### src/verilog/sled_pkg.sv
// constants and types for the scanner status led encoder
// Summary of operation
// - led1: off unpowered, red safety pair off, green on, flashing red on error
// - led2 off when restart interlock disabled, or enabled and released
// - led2 flashes yellow while protective field occupied
// - led2 steady yellow when interlock blocking, field free, linked sensor enabled
// - led3 steady blue while warning field interrupted, else off
// - in four-field mode led4 steady blue while warning field 3 interrupted
// - in four-field mode led5 flashes yellow while warning field 2 interrupted
// - power indicator steady red on self-test or internal comms fault, off unpowered
// - power indicator steady green when healthy, flashing green during locate
// - safety protocol indicator off while layer uninitialised or off
// - safety protocol indicator flashes green when passive or locating
// - safety protocol indicator steady green when layer active
// - safety protocol indicator flashes red on configuration failure
// - safety protocol indicator steady red on communication error
// - network indicator off while fieldbus uninitialised or inactive
// - network indicator flashes green during initialisation or locate
// - network indicator steady green during cyclic data exchange
// - network indicator flashes orange on topology error
// - network indicator flashes red on config fail, no or invalid data
// - network indicator steady red on bus error without communication
// - port link indicators off without link, steady green when idle link
// - port link indicators alternate green and orange while traffic flows
package sled_pkg;
	// led colour encoding driven to the led drivers
	typedef enum logic [2:0]
	{
		SLED_OFF = 3'b000,
		SLED_RED = 3'b001,
		SLED_GREEN = 3'b010,
		SLED_YELLOW = 3'b011,
		SLED_BLUE = 3'b100,
		SLED_ORANGE = 3'b101
	} sled_colour_t;
	localparam int SLED_CLK_HZ = 125000000;
	// half period of the blink in ms, 2 Hz flash
	localparam int SLED_BLINK_HALF_MS = 250;
	localparam int SLED_BLINK_HALF_CYC = SLED_CLK_HZ / 1000 * SLED_BLINK_HALF_MS;
endpackage

### src/verilog/sled_encoder.sv
// status led encoder for the scanner front panel
`timescale 1ns/100ps
module sled_encoder #(
	parameter int BLINK_HALF_CYC = sled_pkg::SLED_BLINK_HALF_CYC
)(
	input wire logic clk,
	input wire logic rst_b,
	input wire logic powered,
	input wire logic safety_output_pair_on,
	input wire logic error_present,
	input wire logic restart_interlock_enabled,
	input wire logic restart_interlock_released,
	input wire logic protective_field_occupied,
	input wire logic linked_sensor_enabled,
	input wire logic warning_field_interrupted,
	input wire logic four_field_mode,
	input wire logic warning_field3_interrupted,
	input wire logic warning_field2_interrupted,
	input wire logic self_test_fail,
	input wire logic internal_comm_fault,
	input wire logic locate_active,
	input wire logic proto_initialised,
	input wire logic proto_passive,
	input wire logic proto_active,
	input wire logic proto_config_fail,
	input wire logic proto_comm_error,
	input wire logic bus_initialised,
	input wire logic bus_initialising,
	input wire logic bus_data_exchange,
	input wire logic topology_error,
	input wire logic eth_config_fail,
	input wire logic bus_error,
	input wire logic port1_link,
	input wire logic port1_traffic,
	input wire logic port2_link,
	input wire logic port2_traffic,
	output sled_pkg::sled_colour_t led1,
	output sled_pkg::sled_colour_t led2,
	output sled_pkg::sled_colour_t led3,
	output sled_pkg::sled_colour_t led4,
	output sled_pkg::sled_colour_t led5,
	output sled_pkg::sled_colour_t led6,
	output sled_pkg::sled_colour_t power_indicator,
	output sled_pkg::sled_colour_t safety_proto_indicator,
	output sled_pkg::sled_colour_t network_indicator,
	output sled_pkg::sled_colour_t port1_link_indicator,
	output sled_pkg::sled_colour_t port2_link_indicator
);

	// refuse a blink half period the counter cannot serve
	if (BLINK_HALF_CYC < 1)
	begin
		$error("blink half period must be at least one cycle");
	end

	localparam int CW = (BLINK_HALF_CYC > 1) ? $clog2(BLINK_HALF_CYC) : 1;

	logic rst_meta;
	logic rst_sync;
	logic [CW-1:0] blink_cnt;
	logic blink;

	// reset release through two flops
	always_ff @(posedge clk or negedge rst_b)
	begin
		if (!rst_b)
		begin
			rst_meta <= 1'b0;
			rst_sync <= 1'b0;
		end
		else
		begin
			rst_meta <= 1'b1;
			rst_sync <= rst_meta;
		end
	end

	// shared blink timebase
	always_ff @(posedge clk or negedge rst_sync)
	begin
		if (!rst_sync)
		begin
			blink_cnt <= '0;
			blink <= 1'b0;
		end
		else if (blink_cnt == CW'(BLINK_HALF_CYC - 1))
		begin
			blink_cnt <= '0;
			blink <= ~blink;
		end
		else
			blink_cnt <= blink_cnt + CW'(1);
	end

	// flashing: colour in the on phase, off in the other
	function automatic sled_pkg::sled_colour_t flash(input sled_pkg::sled_colour_t c, input logic ph);
		flash = ph ? c : sled_pkg::SLED_OFF;
	endfunction

	// port link colour: dark without link, green idle, green and orange alternating with traffic
	function automatic sled_pkg::sled_colour_t link_colour(input logic link, input logic traffic, input logic ph);
		if (!link)
			link_colour = sled_pkg::SLED_OFF;
		else if (traffic)
			link_colour = ph ? sled_pkg::SLED_GREEN : sled_pkg::SLED_ORANGE;
		else
			link_colour = sled_pkg::SLED_GREEN;
	endfunction

	// led1: safety output pair state, flashing red on error; inputs are same-clock logic
	always_ff @(posedge clk or negedge rst_sync)
	begin
		if (!rst_sync)
		begin
			led1 <= sled_pkg::SLED_OFF;
		end
		else if (!powered)
		begin
			led1 <= sled_pkg::SLED_OFF;
		end
		else if (error_present)
		begin
			led1 <= flash(sled_pkg::SLED_RED, blink);
		end
		else if (safety_output_pair_on)
		begin
			led1 <= sled_pkg::SLED_GREEN;
		end
		else
		begin
			led1 <= sled_pkg::SLED_RED;
		end
	end

	// led2: restart interlock and protective field
	always_ff @(posedge clk or negedge rst_sync)
	begin
		if (!rst_sync)
		begin
			led2 <= sled_pkg::SLED_OFF;
		end
		else if (!powered)
		begin
			led2 <= sled_pkg::SLED_OFF;
		end
		else if (protective_field_occupied)
		begin
			led2 <= flash(sled_pkg::SLED_YELLOW, blink);
		end
		else if (restart_interlock_enabled && !restart_interlock_released && linked_sensor_enabled)
		begin
			led2 <= sled_pkg::SLED_YELLOW;
		end
		else
		begin
			led2 <= sled_pkg::SLED_OFF;
		end
	end

	// led3: warning field
	always_ff @(posedge clk or negedge rst_sync)
	begin
		if (!rst_sync)
		begin
			led3 <= sled_pkg::SLED_OFF;
		end
		else if (powered && warning_field_interrupted)
		begin
			led3 <= sled_pkg::SLED_BLUE;
		end
		else
		begin
			led3 <= sled_pkg::SLED_OFF;
		end
	end

	// led4: third warning field, four-field mode only
	always_ff @(posedge clk or negedge rst_sync)
	begin
		if (!rst_sync)
		begin
			led4 <= sled_pkg::SLED_OFF;
		end
		else if (powered && four_field_mode && warning_field3_interrupted)
		begin
			led4 <= sled_pkg::SLED_BLUE;
		end
		else
		begin
			led4 <= sled_pkg::SLED_OFF;
		end
	end

	// led5: second warning field, four-field mode only
	always_ff @(posedge clk or negedge rst_sync)
	begin
		if (!rst_sync)
		begin
			led5 <= sled_pkg::SLED_OFF;
		end
		else if (powered && four_field_mode && warning_field2_interrupted)
		begin
			led5 <= flash(sled_pkg::SLED_YELLOW, blink);
		end
		else
		begin
			led5 <= sled_pkg::SLED_OFF;
		end
	end

	// led6 has no function and stays dark
	always_ff @(posedge clk or negedge rst_sync)
	begin
		if (!rst_sync)
		begin
			led6 <= sled_pkg::SLED_OFF;
		end
		else
		begin
			led6 <= sled_pkg::SLED_OFF;
		end
	end

	// power indicator: faults beat locate, locate beats healthy
	always_ff @(posedge clk or negedge rst_sync)
	begin
		if (!rst_sync)
		begin
			power_indicator <= sled_pkg::SLED_OFF;
		end
		else if (!powered)
		begin
			power_indicator <= sled_pkg::SLED_OFF;
		end
		else if (self_test_fail || internal_comm_fault)
		begin
			power_indicator <= sled_pkg::SLED_RED;
		end
		else if (locate_active)
		begin
			power_indicator <= flash(sled_pkg::SLED_GREEN, blink);
		end
		else
		begin
			power_indicator <= sled_pkg::SLED_GREEN;
		end
	end

	// safety protocol indicator: errors, then locate or passive, then layer state
	always_ff @(posedge clk or negedge rst_sync)
	begin
		if (!rst_sync)
		begin
			safety_proto_indicator <= sled_pkg::SLED_OFF;
		end
		else if (!powered)
		begin
			safety_proto_indicator <= sled_pkg::SLED_OFF;
		end
		else if (proto_comm_error)
		begin
			safety_proto_indicator <= sled_pkg::SLED_RED;
		end
		else if (proto_config_fail)
		begin
			safety_proto_indicator <= flash(sled_pkg::SLED_RED, blink);
		end
		else if (locate_active || proto_passive)
		begin
			safety_proto_indicator <= flash(sled_pkg::SLED_GREEN, blink);
		end
		else if (!proto_initialised)
		begin
			safety_proto_indicator <= sled_pkg::SLED_OFF;
		end
		else if (proto_active)
		begin
			safety_proto_indicator <= sled_pkg::SLED_GREEN;
		end
		else
		begin
			safety_proto_indicator <= sled_pkg::SLED_OFF;
		end
	end

	// network indicator: bus and ethernet errors, then locate or init, then exchange state
	always_ff @(posedge clk or negedge rst_sync)
	begin
		if (!rst_sync)
		begin
			network_indicator <= sled_pkg::SLED_OFF;
		end
		else if (!powered)
		begin
			network_indicator <= sled_pkg::SLED_OFF;
		end
		else if (bus_error)
		begin
			network_indicator <= sled_pkg::SLED_RED;
		end
		else if (eth_config_fail)
		begin
			network_indicator <= flash(sled_pkg::SLED_RED, blink);
		end
		else if (topology_error)
		begin
			network_indicator <= flash(sled_pkg::SLED_ORANGE, blink);
		end
		else if (locate_active || bus_initialising)
		begin
			network_indicator <= flash(sled_pkg::SLED_GREEN, blink);
		end
		else if (bus_initialised && bus_data_exchange)
		begin
			network_indicator <= sled_pkg::SLED_GREEN;
		end
		else if (bus_initialised)
		begin
			network_indicator <= flash(sled_pkg::SLED_RED, blink); // no data exchange
		end
		else
		begin
			network_indicator <= sled_pkg::SLED_OFF;
		end
	end

	// port 1 link indicator
	always_ff @(posedge clk or negedge rst_sync)
	begin
		if (!rst_sync)
		begin
			port1_link_indicator <= sled_pkg::SLED_OFF;
		end
		else
		begin
			port1_link_indicator <= powered ? link_colour(port1_link, port1_traffic, blink) : sled_pkg::SLED_OFF;
		end
	end

	// port 2 link indicator
	always_ff @(posedge clk or negedge rst_sync)
	begin
		if (!rst_sync)
		begin
			port2_link_indicator <= sled_pkg::SLED_OFF;
		end
		else
		begin
			port2_link_indicator <= powered ? link_colour(port2_link, port2_traffic, blink) : sled_pkg::SLED_OFF;
		end
	end
endmodule

### config.mk
export PLATFORM = sky130hd
export DESIGN_NAME = sled_encoder
export DESIGN_NICKNAME = d
export VERILOG_FILES = /design/src/verilog/sled_pkg.sv /design/src/verilog/sled_encoder.sv
export SDC_FILE = /design/constraint.sdc
export NUM_CORES = 1
export LEC_CHECK = 0
export ABC_CLOCK_PERIOD_IN_PS = 1260
export BUFFER_PORTS_ARGS = -buffer_cell sky130_fd_sc_hd__clkbuf_2
export CAP_MARGIN = 30
export CORE_MARGIN = 4
export CORE_UTILIZATION = 30
export CTS_CLUSTER_SIZE = 40
export DETAILED_ROUTE_END_ITERATION = 8
export RECOVER_POWER = 100
export SKIP_LAST_GASP = 1
export SYNTH_ARGS = -nofsm -noshare
export SYNTH_HDL_FRONTEND = slang
export SYNTH_SLANG_ARGS = --single-unit
### constraint.sdc
create_clock -name clk -period 1.26 [get_ports clk]
set_input_delay 0.315 -clock clk [delete_from_list [all_inputs] [get_ports clk]]
set_output_delay 0.315 -clock clk [all_outputs]
set_load 0.05 [all_outputs]
After elaboration in Yosys (flattened, before gate mapping)
Cells that the tools add are included.
{"block": "word_totals", "wordCells": 65, "input_bits": 31, "out_inout_bits": 33, "register_bits": 58}
{"block": "classes", "n_eq_ne": 1, "reduce_logical": 11, "add_sub_neg": 1, "bitwise_logic": 1, "n_mux": 37}
{"op": "2-to-1 mux 3 bit", "n": 17}
{"op": "2-to-1 mux 2 bit", "n": 17}
{"op": "adder 25 x 1 -> 25 bit, second input constant", "n": 1}
{"op": "== test 25 bit, second input constant", "n": 1}
{"op": "2-to-1 mux 25 bit", "n": 1}
{"op": "logical AND 1 bit", "n": 7}
{"op": "logical OR 1 bit", "n": 3}
{"op": "2-to-1 mux 1 bit", "n": 2}
{"op": "logical NOT 1 bit", "n": 1}
{"op": "NOT 1 bit", "n": 1}

Logic depth before layout (Yosys ltp)
Gate-level depths: netlist of the first run.
{"block": "depth", "word_depth": 8, "mapped_depth": 6, "mapped_depth_nobuf": 5}

Least setup slack after synthesis of the first run
OpenSTA, ideal clock, no wires.
{"block": "synth_path", "path_kind": "register -> register", "startpoint": "register blink_cnt[0]", "endpoint": "register blink_cnt[24]", "stages_incl_launch_ff": 6, "required_ns": 1.183, "setup_slack_ns": -0.407, "arrival_time_ns": 1.589, "period_less_slack_ns": 1.667, "setup_time_ns": 0.077, "n_path_buf": 0, "path_cell_list": "dfrtp_1 -> ha_1 -> and4_2 -> nand4_1 -> or4_1 -> a21oi_1"}
{"block": "synth_via", "elab_chain_len": 2, "elab_cells_between_ends": 3, "classes_between": "add/sub: 1; eq/ne: 1; mux: 1"}
{"item": "start, declared", "line": "sled_encoder.sv:60", "rtl": "logic [CW-1:0] blink_cnt;"}
{"item": "start signal, assigned", "line": "sled_encoder.sv:92", "rtl": "blink_cnt <= blink_cnt + CW'(1);"}
{"item": "adder 25 x 1 -> 25 bit or == test 25 bit (tied branches)", "line": "sled_encoder.sv:92, sled_encoder.sv:86"}
{"item": "2-to-1 mux 25 bit *", "line": "sled_encoder.sv:86", "rtl": "else if (blink_cnt == CW'(BLINK_HALF_CYC - 1))"}
Mark *: on every way between the ends. The rest lies on a longest branch, timed or not.
A chain may end at the register's enable or synchronous reset.

Worst setup path after layout of the first run
Ends and elaborated chain as after synthesis.

==> flow_summary.json, run 1 <==
{
  "required_ns": 1.45,
  "syn_to_final_growth_pct": 53.0,
  "irDropWorstVdd_uv": 508,
  "rsz0062_at_grt": "true",
  "synth_cell_types": 37,
  "worstSkewPairLatency_ns": 0.30,
  "fp.dieArea_um2": 8570,
  "overflow": 0,
  "cap_violations": 0,
  "place_worst_setup_slack_ns": -0.343,
  "dr_wl_met2_mm": 2.79,
  "period_share": 1.27,
  "synth_area_per_cell_um2": 10.5,
  "holdWs_ns": 0.134,
  "power_density_nw_per_um2": 876,
  "route.detailed.drc": 0,
  "finalWorstSetupSlack_ns": -0.342,
  "ys_seq_area_frac": 0.525,
  "cts_sinks": 45,
  "ctsLongestPathBuffers": 2,
  "numCtsBuffers": 5,
  "timing.rr.start": "blink_cnt[0]$_DFF_PN0_",
  "postSynthCellCount": 205,
  "synth_edf_count": 0,
  "clkPwrFrac": 0.382,
  "r2r_end": "blink_cnt[24]$_DFF_PN0_",
  "run_status": "complete, but fails checks",
  "first_global_vias": 2034,
  "setup_viol": 24,
  "via_count": 1944,
  "wirelength_mm": 5.84,
  "grt_pass1_wl_mm": 9.41,
  "p_leak_nw": 1.57,
  "chipWidth_um": 92.6,
  "layoutNonFillerInstCount": 414,
  "dr.pass1.iters": 4,
  "period_needed_ns": 1.60,
  "portBuffers": 51,
  "drt_iter0_drc": 88,
  "p_comb_frac": 0.105,
  "hold_violations": 0,
  "wl_met1_mm": 2.45,
  "drt-wirelength-per-cell_um": 14.1,
  "vias_per_cell": 4.70,
  "root_buffer": "clkbuf_8",
  "synth_commonest_cells": "45 x dfrtp_1, 19 x nor2_1, 16 x buf_4",
  "reg2reg_depth": 6,
  "rows": 30,
  "cp-start-kind": "flop",
  "violations": "setup timing",
  "maxSlewViolCount": 0,
  "initial_core_util": 0.312,
  "boundaryPins": 64,
  "ys.flop_type": "dfrtp_1",
  "coreArea_um2": 6870,
  "ys_async_sr_fraction": 1.00,
  "cts_tree": "yes",
  "antenna_cells": 0,
  "wl_met3_um": 420,
  "yosysWarningCount": 0,
  "crit_type": "reg -> reg",
  "drive_above_1_share": 0.487,
  "yosysMostFrequentCell": "dfrtp_1",
  "internal_power_mw": 2.14,
  "antenna_found_initial": 0,
  "nNetsFinal": 349,
  "dp_cells": 395,
  "htreeDepth": 2,
  "ys_ff_latch": 45,
  "clkTransAtPathRegs_ns": 0.09,
  "pwr-share-seq": 0.513,
  "hpwl_mm": 4.30,
  "swShare": 0.258,
  "power.switching_mw": 0.741,
  "synth.area.top_cells": "dfrtp_1 53%, buf_4 5.6%, xnor2_1 4.5%",
  "grt_max_degree": 34,
  "die_h_um": 92.6,
  "cp_max_fo": 4,
  "syn-cell-area_um2": 2140,
  "worstPathArrival_ns": 1.79,
  "yosysTopAreaCellShare": 0.525,
  "gp_congestion": 0.907,
  "skew_ns": 0.00427,
  "hp-class": "reg -> async",
  "grt_util_all_layers": 0.140,
  "yosys.area.top_type": "dfrtp_1",
  "end_kind": "flop",
  "drtAntennaViolNets": 0,
  "dr.max_layer_used": "met4",
  "clock.fmax_mhz": 624,
  "r2r_slack_ns": -0.34
}
==> logic make-up (layout without fill, tap and decap cells) <==
group / after synthesis / after routing / share of synthesized area
simple gates: 90 / 90 / 0.243
flops: 45 / 45 / 0.525
buf+inv: 25 / 127 / 0.0741
compound gates: 22 / 22 / 0.0653
xor+xnor: 17 / 17 / 0.0694
mux: 3 / 3 / 0.0140
other cells: 2 / 13 / 0.00350
fa+ha+maj: 1 / 1 / 0.00583
==> final cells by class <==
cell class                 instances  area (um2)
tap                               96         120
timing repair buffer             115         803
inverter                           4        15.0
fill                             637        3590
multi-input combinational        146        1100
clock inverter                     2        38.8
sequential                        45        1130
clock buffer                       6        72.6
==> stage by stage <==
step	setup TNS (ns)	util	area [um2]	total power, mW
6_report	-4.94	0.478	3280	2.88
5_1_grt	-6.51	0.478	3280	3.01
4_1_cts	-5.03	0.460	3160	2.93
3_5_place_dp	-5.65	0.420	2880	1.81
3_3_place_gp	-5.12	0.420	2880	1.80
2_1_floorplan	-1.95	-	2250	1.73
==> cells in the final DEF (no fill, tap or decap), types with 3 or more instances in the layout <==
cell      instances
a21oi_1           6
and3_1            4
and4_4            4
buf_2             7
buf_4            54
buf_6             8
clkbuf_1          5
clkbuf_2         29
clkbuf_4         11
clkbuf_8          5
conb_1           13
dfrtp_1          40
dfrtp_2           5
inv_1             4
mux2i_1           3
nand2_1          13
nand3_1          11
nand4_1           8
nor2_1           15
nor2_4            3
o21ai_0           3
o21ai_2           3
xnor2_1          10
xor2_1            5
==> repair_timing <==
item / in CTS / in global routing
endpoints found under the setup margin: 31 / 40
endpoints found under the hold margin: 2 / 0
buffers inserted: 7 / 4
gates cloned: 0 / 0
gates resized for setup: 33 / 44
pin swaps: 14 / 8
hold buffers: 1 / 0
==> power by group through the flow <==
stage	Combinational [mW]	Sequential, mW	Clock, mW
3_5_place_dp	0.302	1.51	0
5_1_grt	0.325	1.48	1.21
2_1_floorplan	0.149	1.58	0
6_report	0.301	1.48	1.10
4_1_cts	0.307	1.48	1.14
3_3_place_gp	0.299	1.51	0
==> sequential cells by signal (all words and copies together) (netlist names) <==
signal and flops:
rst_sync 1, led4 1, port2_link_indicator 2, led2 1, port1_link_indicator 2, safety_proto_indicator 2
blink 1, led5 1, power_indicator 2, network_indicator 3, led3 1, rst_meta 1
blink_cnt 25, led1 2
==> layer usage <==
layer / GRT usage / up-vias
met5: 0 / -
met4: 0.0656 / 0
met3: 0.0357 / 14
met2: 0.232 / 79
met1: 0.169 / 918
li1: - / 933
==> worst max-delay path by stage <==
stage                            startpoint                 endpoint  slack (ns)  depth (start not counted)
floorplan            blink_cnt[0]$_DFF_PN0_  blink_cnt[24]$_DFF_PN0_       -0.29                          5
global placement     blink_cnt[7]$_DFF_PN0_  blink_cnt[24]$_DFF_PN0_       -0.32                          5
detailed placement   blink_cnt[0]$_DFF_PN0_  blink_cnt[24]$_DFF_PN0_       -0.34                          5
CTS                 blink_cnt[20]$_DFF_PN0_  blink_cnt[23]$_DFF_PN0_       -0.33                          4
global route         blink_cnt[1]$_DFF_PN0_  blink_cnt[24]$_DFF_PN0_       -0.42                          5
finish               blink_cnt[0]$_DFF_PN0_  blink_cnt[24]$_DFF_PN0_       -0.34                          6
==> critical path, stage by stage (launching register included) <==
cell,delay (ns)
dfrtp_1,0.36
ha_2,0.21
and4_4,0.23
nand4_1,0.15
buf_4,0.18
o31ai_2,0.26
a21oi_2,0.10
(Power assumes the default switching activity.)
==> inputs of run 2 (changes only) <==
Settings changed: CORE_UTILIZATION 30 to 40, PLACE_DENSITY set to 0.67.
==> run 2 against run 1 <==
- the run still ends with setup timing left
- non-clock buffer count rose by 1
- critical path type unchanged
- clock skew rose by 0.0069 ns
- first-iteration DRC count rose by 78%
- total power rose by 1.9%
- highest routed layer unchanged
- largest power group unchanged
- worst hold slack improved by 0.046 ns
- final area fell by 0.61%
- setup slack got worse by 0.0091 ns
- clock power rose by 6%
- largest cell class unchanged
==> flow_summary.json, run 2 (synthesis results as in run 1) <==
{
  "crit_chain": "ha_2, and4_4, nand4_1, or4_4, a21oi_2",
  "setup_viol": 24,
  "overflow": 0,
  "route.detailed.drc": 0,
  "place_worst_setup_slack_ns": -0.343,
  "cap_violations": 0,
  "dp_cells": 367,
  "violations": "setup timing",
  "end_kind": "flop",
  "cts_tree": "yes",
  "drtAntennaViolNets": 0,
  "run_status": "complete, but fails checks",
  "irDropWorstVdd_uv": 654,
  "reg_top3": "blink_cnt: 25 flops, network_indicator: 3 flops",
  "antenna_found_initial": 0,
  "first_global_vias": 2031,
  "max_stage_delay_ns": 0.45,
  "cts_sinks": 45,
  "worstPathArrival_ns": 1.86,
  "critPathSlowestCell": "or4_4",
  "syn_to_final_growth_pct": 52.1,
  "clkTransAtPathRegs_ns": 0.10,
  "p_leak_nw": 1.58,
  "period_share": 1.28,
  "largest_reg_flops": 25,
  "via_count": 1956,
  "die_h_um": 81.2,
  "clock.fmax_mhz": 621,
  "chipWidth_um": 81.2,
  "antenna_cells": 0,
  "worstSkewPairLatency_ns": 0.31,
  "wirelength_mm": 6.05,
  "boundaryPins": 64,
  "fin_util": 0.635,
  "period_needed_ns": 1.61,
  "hp-class": "in -> reg",
  "cp_max_fo": 3,
  "finalWorstSetupSlack_ns": -0.351,
  "initial_core_util": 0.417,
  "power_density_nw_per_um2": 899,
  "ctsLongestPathBuffers": 2,
  "fp.dieArea_um2": 6600,
  "required_ns": 1.51,
  "gp_congestion": 0.909,
  "htreeDepth": 2,
  "stdcell_area_um2": 3260,
  "grt_pass1_wl_mm": 9.54,
  "drt-wirelength-per-cell_um": 15.6,
  "root_buffer": "clkbuf_8",
  "numCtsBuffers": 5,
  "skew_ns": 0.0111,
  "portBuffers": 51,
  "layoutNonFillerInstCount": 389,
  "hpwl_mm": 4.19,
  "rsz0062_at_grt": "true",
  "dpl_cell_area_um2": 2820,
  "final_cell_mix": "52 x buf_4, 38 x dfrtp_1, 30 x clkbuf_2",
  "dr.pass1.iters": 4,
  "max_flop_register": "blink_cnt",
  "grt_util_all_layers": 0.190,
  "rows": 26,
  "cp-start-kind": "flop",
  "nNetsFinal": 350,
  "grt_max_degree": 33,
  "vias_per_cell": 5.03,
  "crit_type": "reg -> reg",
  "coreArea_um2": 5140,
  "path_buf_inv": 0,
  "drt_iter0_drc": 157,
  "hold_violations": 0,
  "maxSlewViolCount": 0,
  "path_delay_family": "simple AND/OR/NAND/NOR gates",
  "layout_commonest_cell": "buf_4",
  "drive_above_1_share": 0.502
}
==> run 2: area by class of cell <==
cell class                 instances  area [um2]
fill                             445        1880
sequential                        45        1130
multi-input combinational        146        1100
timing repair buffer             116         805
tap                               70        87.6
clock buffer                       5        68.8
clock inverter                     3        47.5
inverter                           4        15.0
==> run 2: metrics by stage <==
stage               TNS [ns]  hold slack [ns]  power [mW]
global route           -7.86            0.164        3.04
finish                 -5.42            0.180        2.93
CTS                    -5.41            0.171        2.96
detailed placement     -5.35            0.103        1.80
global placement       -4.73            0.102        1.80
floorplan              -1.95           0.0194        1.73
==> run 2: repair_timing <==
action | in CTS | in global routing
resized for setup | 29 | 54
setup endpoints to repair | 31 | 40
pin swaps | 6 | 17
hold endpoints to repair | 2 | 0
buffers inserted | 6 | 8
hold buffers | 1 | 0
==> run 2: report_power, final <==
part | switching [mW] | total, mW | leakage [nW] | internal (mW)
registers | 0.0132 | 1.48 | 0.596 | 1.46
clock network | 0.560 | 1.17 | 0.0591 | 0.606
logic | 0.220 | 0.290 | 0.921 | 0.0693
total | 0.794 | 2.93 | 1.58 | 2.14
==> run 2: path summary, 6_finish.rpt <==
check	startpoint	end	slack [ns]	cells past startpoint
hold reg to reg	rst_sync$_DFF_PN0_	blink_cnt[24]$_DFF_PN0_	0.20	0
max in group asynchronous	rst_sync$_DFF_PN0_	blink_cnt[7]$_DFF_PN0_	0.17	1
setup reg to reg	blink_cnt[0]$_DFF_PN0_	blink_cnt[24]$_DFF_PN0_	-0.35	5
hold / removal	port1_traffic	port1_link_indicator[1]$_DFF_PN0_	0.18	2
setup / recovery	blink_cnt[0]$_DFF_PN0_	blink_cnt[24]$_DFF_PN0_	-0.35	5
min in group asynchronous	rst_sync$_DFF_PN0_	blink_cnt[24]$_DFF_PN0_	0.20	0
==> run 2: worst register-to-register path, cell delays in order (launching register included) <==
cell     delay, ns
dfrtp_1       0.40
ha_2          0.20
and4_4        0.24
nand4_1       0.13
or4_4         0.45
a21oi_2       0.14
==> run 2: per-layer routing <==
metal,vias up,track usage,wire (um)
met2,77,0.308,3040
met5,-,0,0
li1,929,-,-
met3,21,0.0576,422
met4,0,0.120,229
met1,929,0.219,2360
==> inputs of run 3 (changes only) <==
==> constraint.sdc (replaced) <==
create_clock -name clk -period 1.26 [get_ports clk]
set_input_delay 0.126 -clock clk [delete_from_list [all_inputs] [get_ports clk]]
set_output_delay 0.126 -clock clk [all_outputs]
set_load 0.05 [all_outputs]
==> run 3 against run 2 <==
- the run still ends with setup timing left
- non-clock buffer count is 3 lower
- count of clock-buffer cells in the layout is 1 higher
- clock power hardly changed
- wire length is 8.4% lower
- clock skew is 0.0045 ns lower
- critical endpoint is now blink_cnt[23]$_DFF_PN0_
- largest power group unchanged
- flip-flop and latch count stayed put
- register-to-register slack hardly changed
- combinational power is 3% higher
- critical path depth stayed put
==> flow_summary.json, run 3 (synthesis results as in run 1) <==
{
  "drt_iter0_drc": 40,
  "overflow": 0,
  "place_worst_setup_slack_ns": -0.329,
  "htreeDepth": 2,
  "cap_violations": 0,
  "numCtsBuffers": 5,
  "n_fill_cell": 461,
  "grt_max_degree": 44,
  "stdcell_area_um2": 3210,
  "fp.dieArea_um2": 6600,
  "maxSlewViolCount": 0,
  "drtAntennaViolNets": 0,
  "finalWorstSetupSlack_ns": -0.348,
  "initial_core_util": 0.417,
  "antenna_cells": 0,
  "end_kind": "flop",
  "first_global_vias": 1967,
  "hold_violations": 0,
  "hpwl_mm": 3.93,
  "grt_util_all_layers": 0.185,
  "syn_to_final_growth_pct": 49.5,
  "max_stage_delay_ns": 0.43,
  "dpl_cell_area_um2": 2840,
  "p_leak_nw": 1.58,
  "dp_cells": 368,
  "slew_headroom": 0.614,
  "power_density_nw_per_um2": 907,
  "reg_top3": "blink_cnt: 25 flops, network_indicator: 3 flops",
  "drt-wirelength-per-cell_um": 14.4,
  "dr.pass1.iters": 4,
  "crit_type": "reg -> reg",
  "portBuffers": 51,
  "root_buffer": "clkbuf_8",
  "period_needed_ns": 1.61,
  "chipWidth_um": 81.2,
  "route.detailed.drc": 0,
  "period_share": 1.28,
  "grt_pass1_wl_mm": 9.27,
  "vias_per_cell": 4.93,
  "antenna_found_initial": 0,
  "fin_util": 0.624,
  "critPathSlowestCell": "or4_4",
  "ctsLongestPathBuffers": 2,
  "setup_viol": 23,
  "worstSkewPairLatency_ns": 0.30,
  "boundaryPins": 64,
  "rows": 26,
  "largest_reg_flops": 25,
  "coreArea_um2": 5140,
  "rsz0062_at_grt": "true",
  "nNetsFinal": 347,
  "clock.fmax_mhz": 622,
  "worst_slew_pin_slew_ns": 0.579,
  "run_status": "complete, but fails checks",
  "cts_tree": "yes",
  "cts_sinks": 45,
  "required_ns": 1.49,
  "cp-start-kind": "flop",
  "crit_chain": "buf_4, nand4_4, or4_4, or3_1, a21oi_1",
  "via_count": 1904,
  "die_h_um": 81.2,
  "cp_max_fo": 2,
  "irDropWorstVdd_uv": 733,
  "max_flop_register": "blink_cnt",
  "drive_above_1_share": 0.484,
  "hp-class": "in -> reg",
  "gp_congestion": 0.882,
  "clkTransAtPathRegs_ns": 0.08,
  "path_delay_family": "simple AND/OR/NAND/NOR gates",
  "layoutNonFillerInstCount": 386,
  "path_buf_inv": 1,
  "worstPathArrival_ns": 1.83,
  "holdWs_ns": 0.00709,
  "violations": "setup timing",
  "power.total_mw": 2.91,
  "skew_ns": 0.00662,
  "fin_setup_tns_ns": -5.04,
  "wirelength_mm": 5.54,
  "final_cell_mix": "49 x clkbuf_2, 49 x buf_4, 39 x dfrtp_1"
}
## run 3: cell count changes in the layout (fill, tap and decap cells not counted), sizes merged
cell         previous run  this run
buf                    72        57
clkbuf                 48        58
dlygate4sd3             1         4
inv                     6         4
clkinvlp                0         1
## run 3: where the power goes
| part | switching (mW) | total (mW) | internal, mW |
|---|---|---|---|
| logic | 0.229 | 0.299 | 0.0696 |
| clock network | 0.496 | 1.14 | 0.645 |
| registers | 0.00576 | 1.47 | 1.46 |
| total | 0.731 | 2.91 | 2.18 |
## run 3: final timing paths
kind	start	to	slack, ns	cells after the start
max in group asynchronous	rst_sync$_DFF_PN0_	blink_cnt[24]$_DFF_PN0_	0.47	1
worst min-delay path	proto_comm_error	safety_proto_indicator[1]$_DFF_PN0_	0.007	2
min in group asynchronous	rst_b	rst_sync$_DFF_PN0_	0.13	2
worst max register to register	blink_cnt[1]$_DFF_PN0_	blink_cnt[23]$_DFF_PN0_	-0.35	5
worst min register to register	rst_meta$_DFF_PN0_	rst_sync$_DFF_PN0_	0.36	0
worst max-delay path	blink_cnt[1]$_DFF_PN0_	blink_cnt[23]$_DFF_PN0_	-0.35	5
## run 3: area by class of cell
class                      count  area [um2]  share of cell area
inverter                       4        15.0             0.00468
sequential                    45        1130               0.353
tap                           70        87.6              0.0273
timing repair buffer         113         767               0.239
clock buffer                   6        82.6              0.0258
clock inverter                 2        37.5              0.0117
multi-input combinational    146        1080               0.338
## run 3: per-layer routing
metal	share of wire	wire (um)	global-route usage
met1	0.39	2190	0.212
met2	0.51	2850	0.325
met3	0.071	396	0.0621
met4	0.019	108	0.0557
met5	0	0	0
## run 3: what timing repair did
action                     in CTS  in global routing
hold endpoints to repair        4                  1
gates resized for setup        23                 21
buffers inserted                5                  1
hold buffers                    3                  1
pin swaps                       7                 13
setup endpoints to repair      24                 25
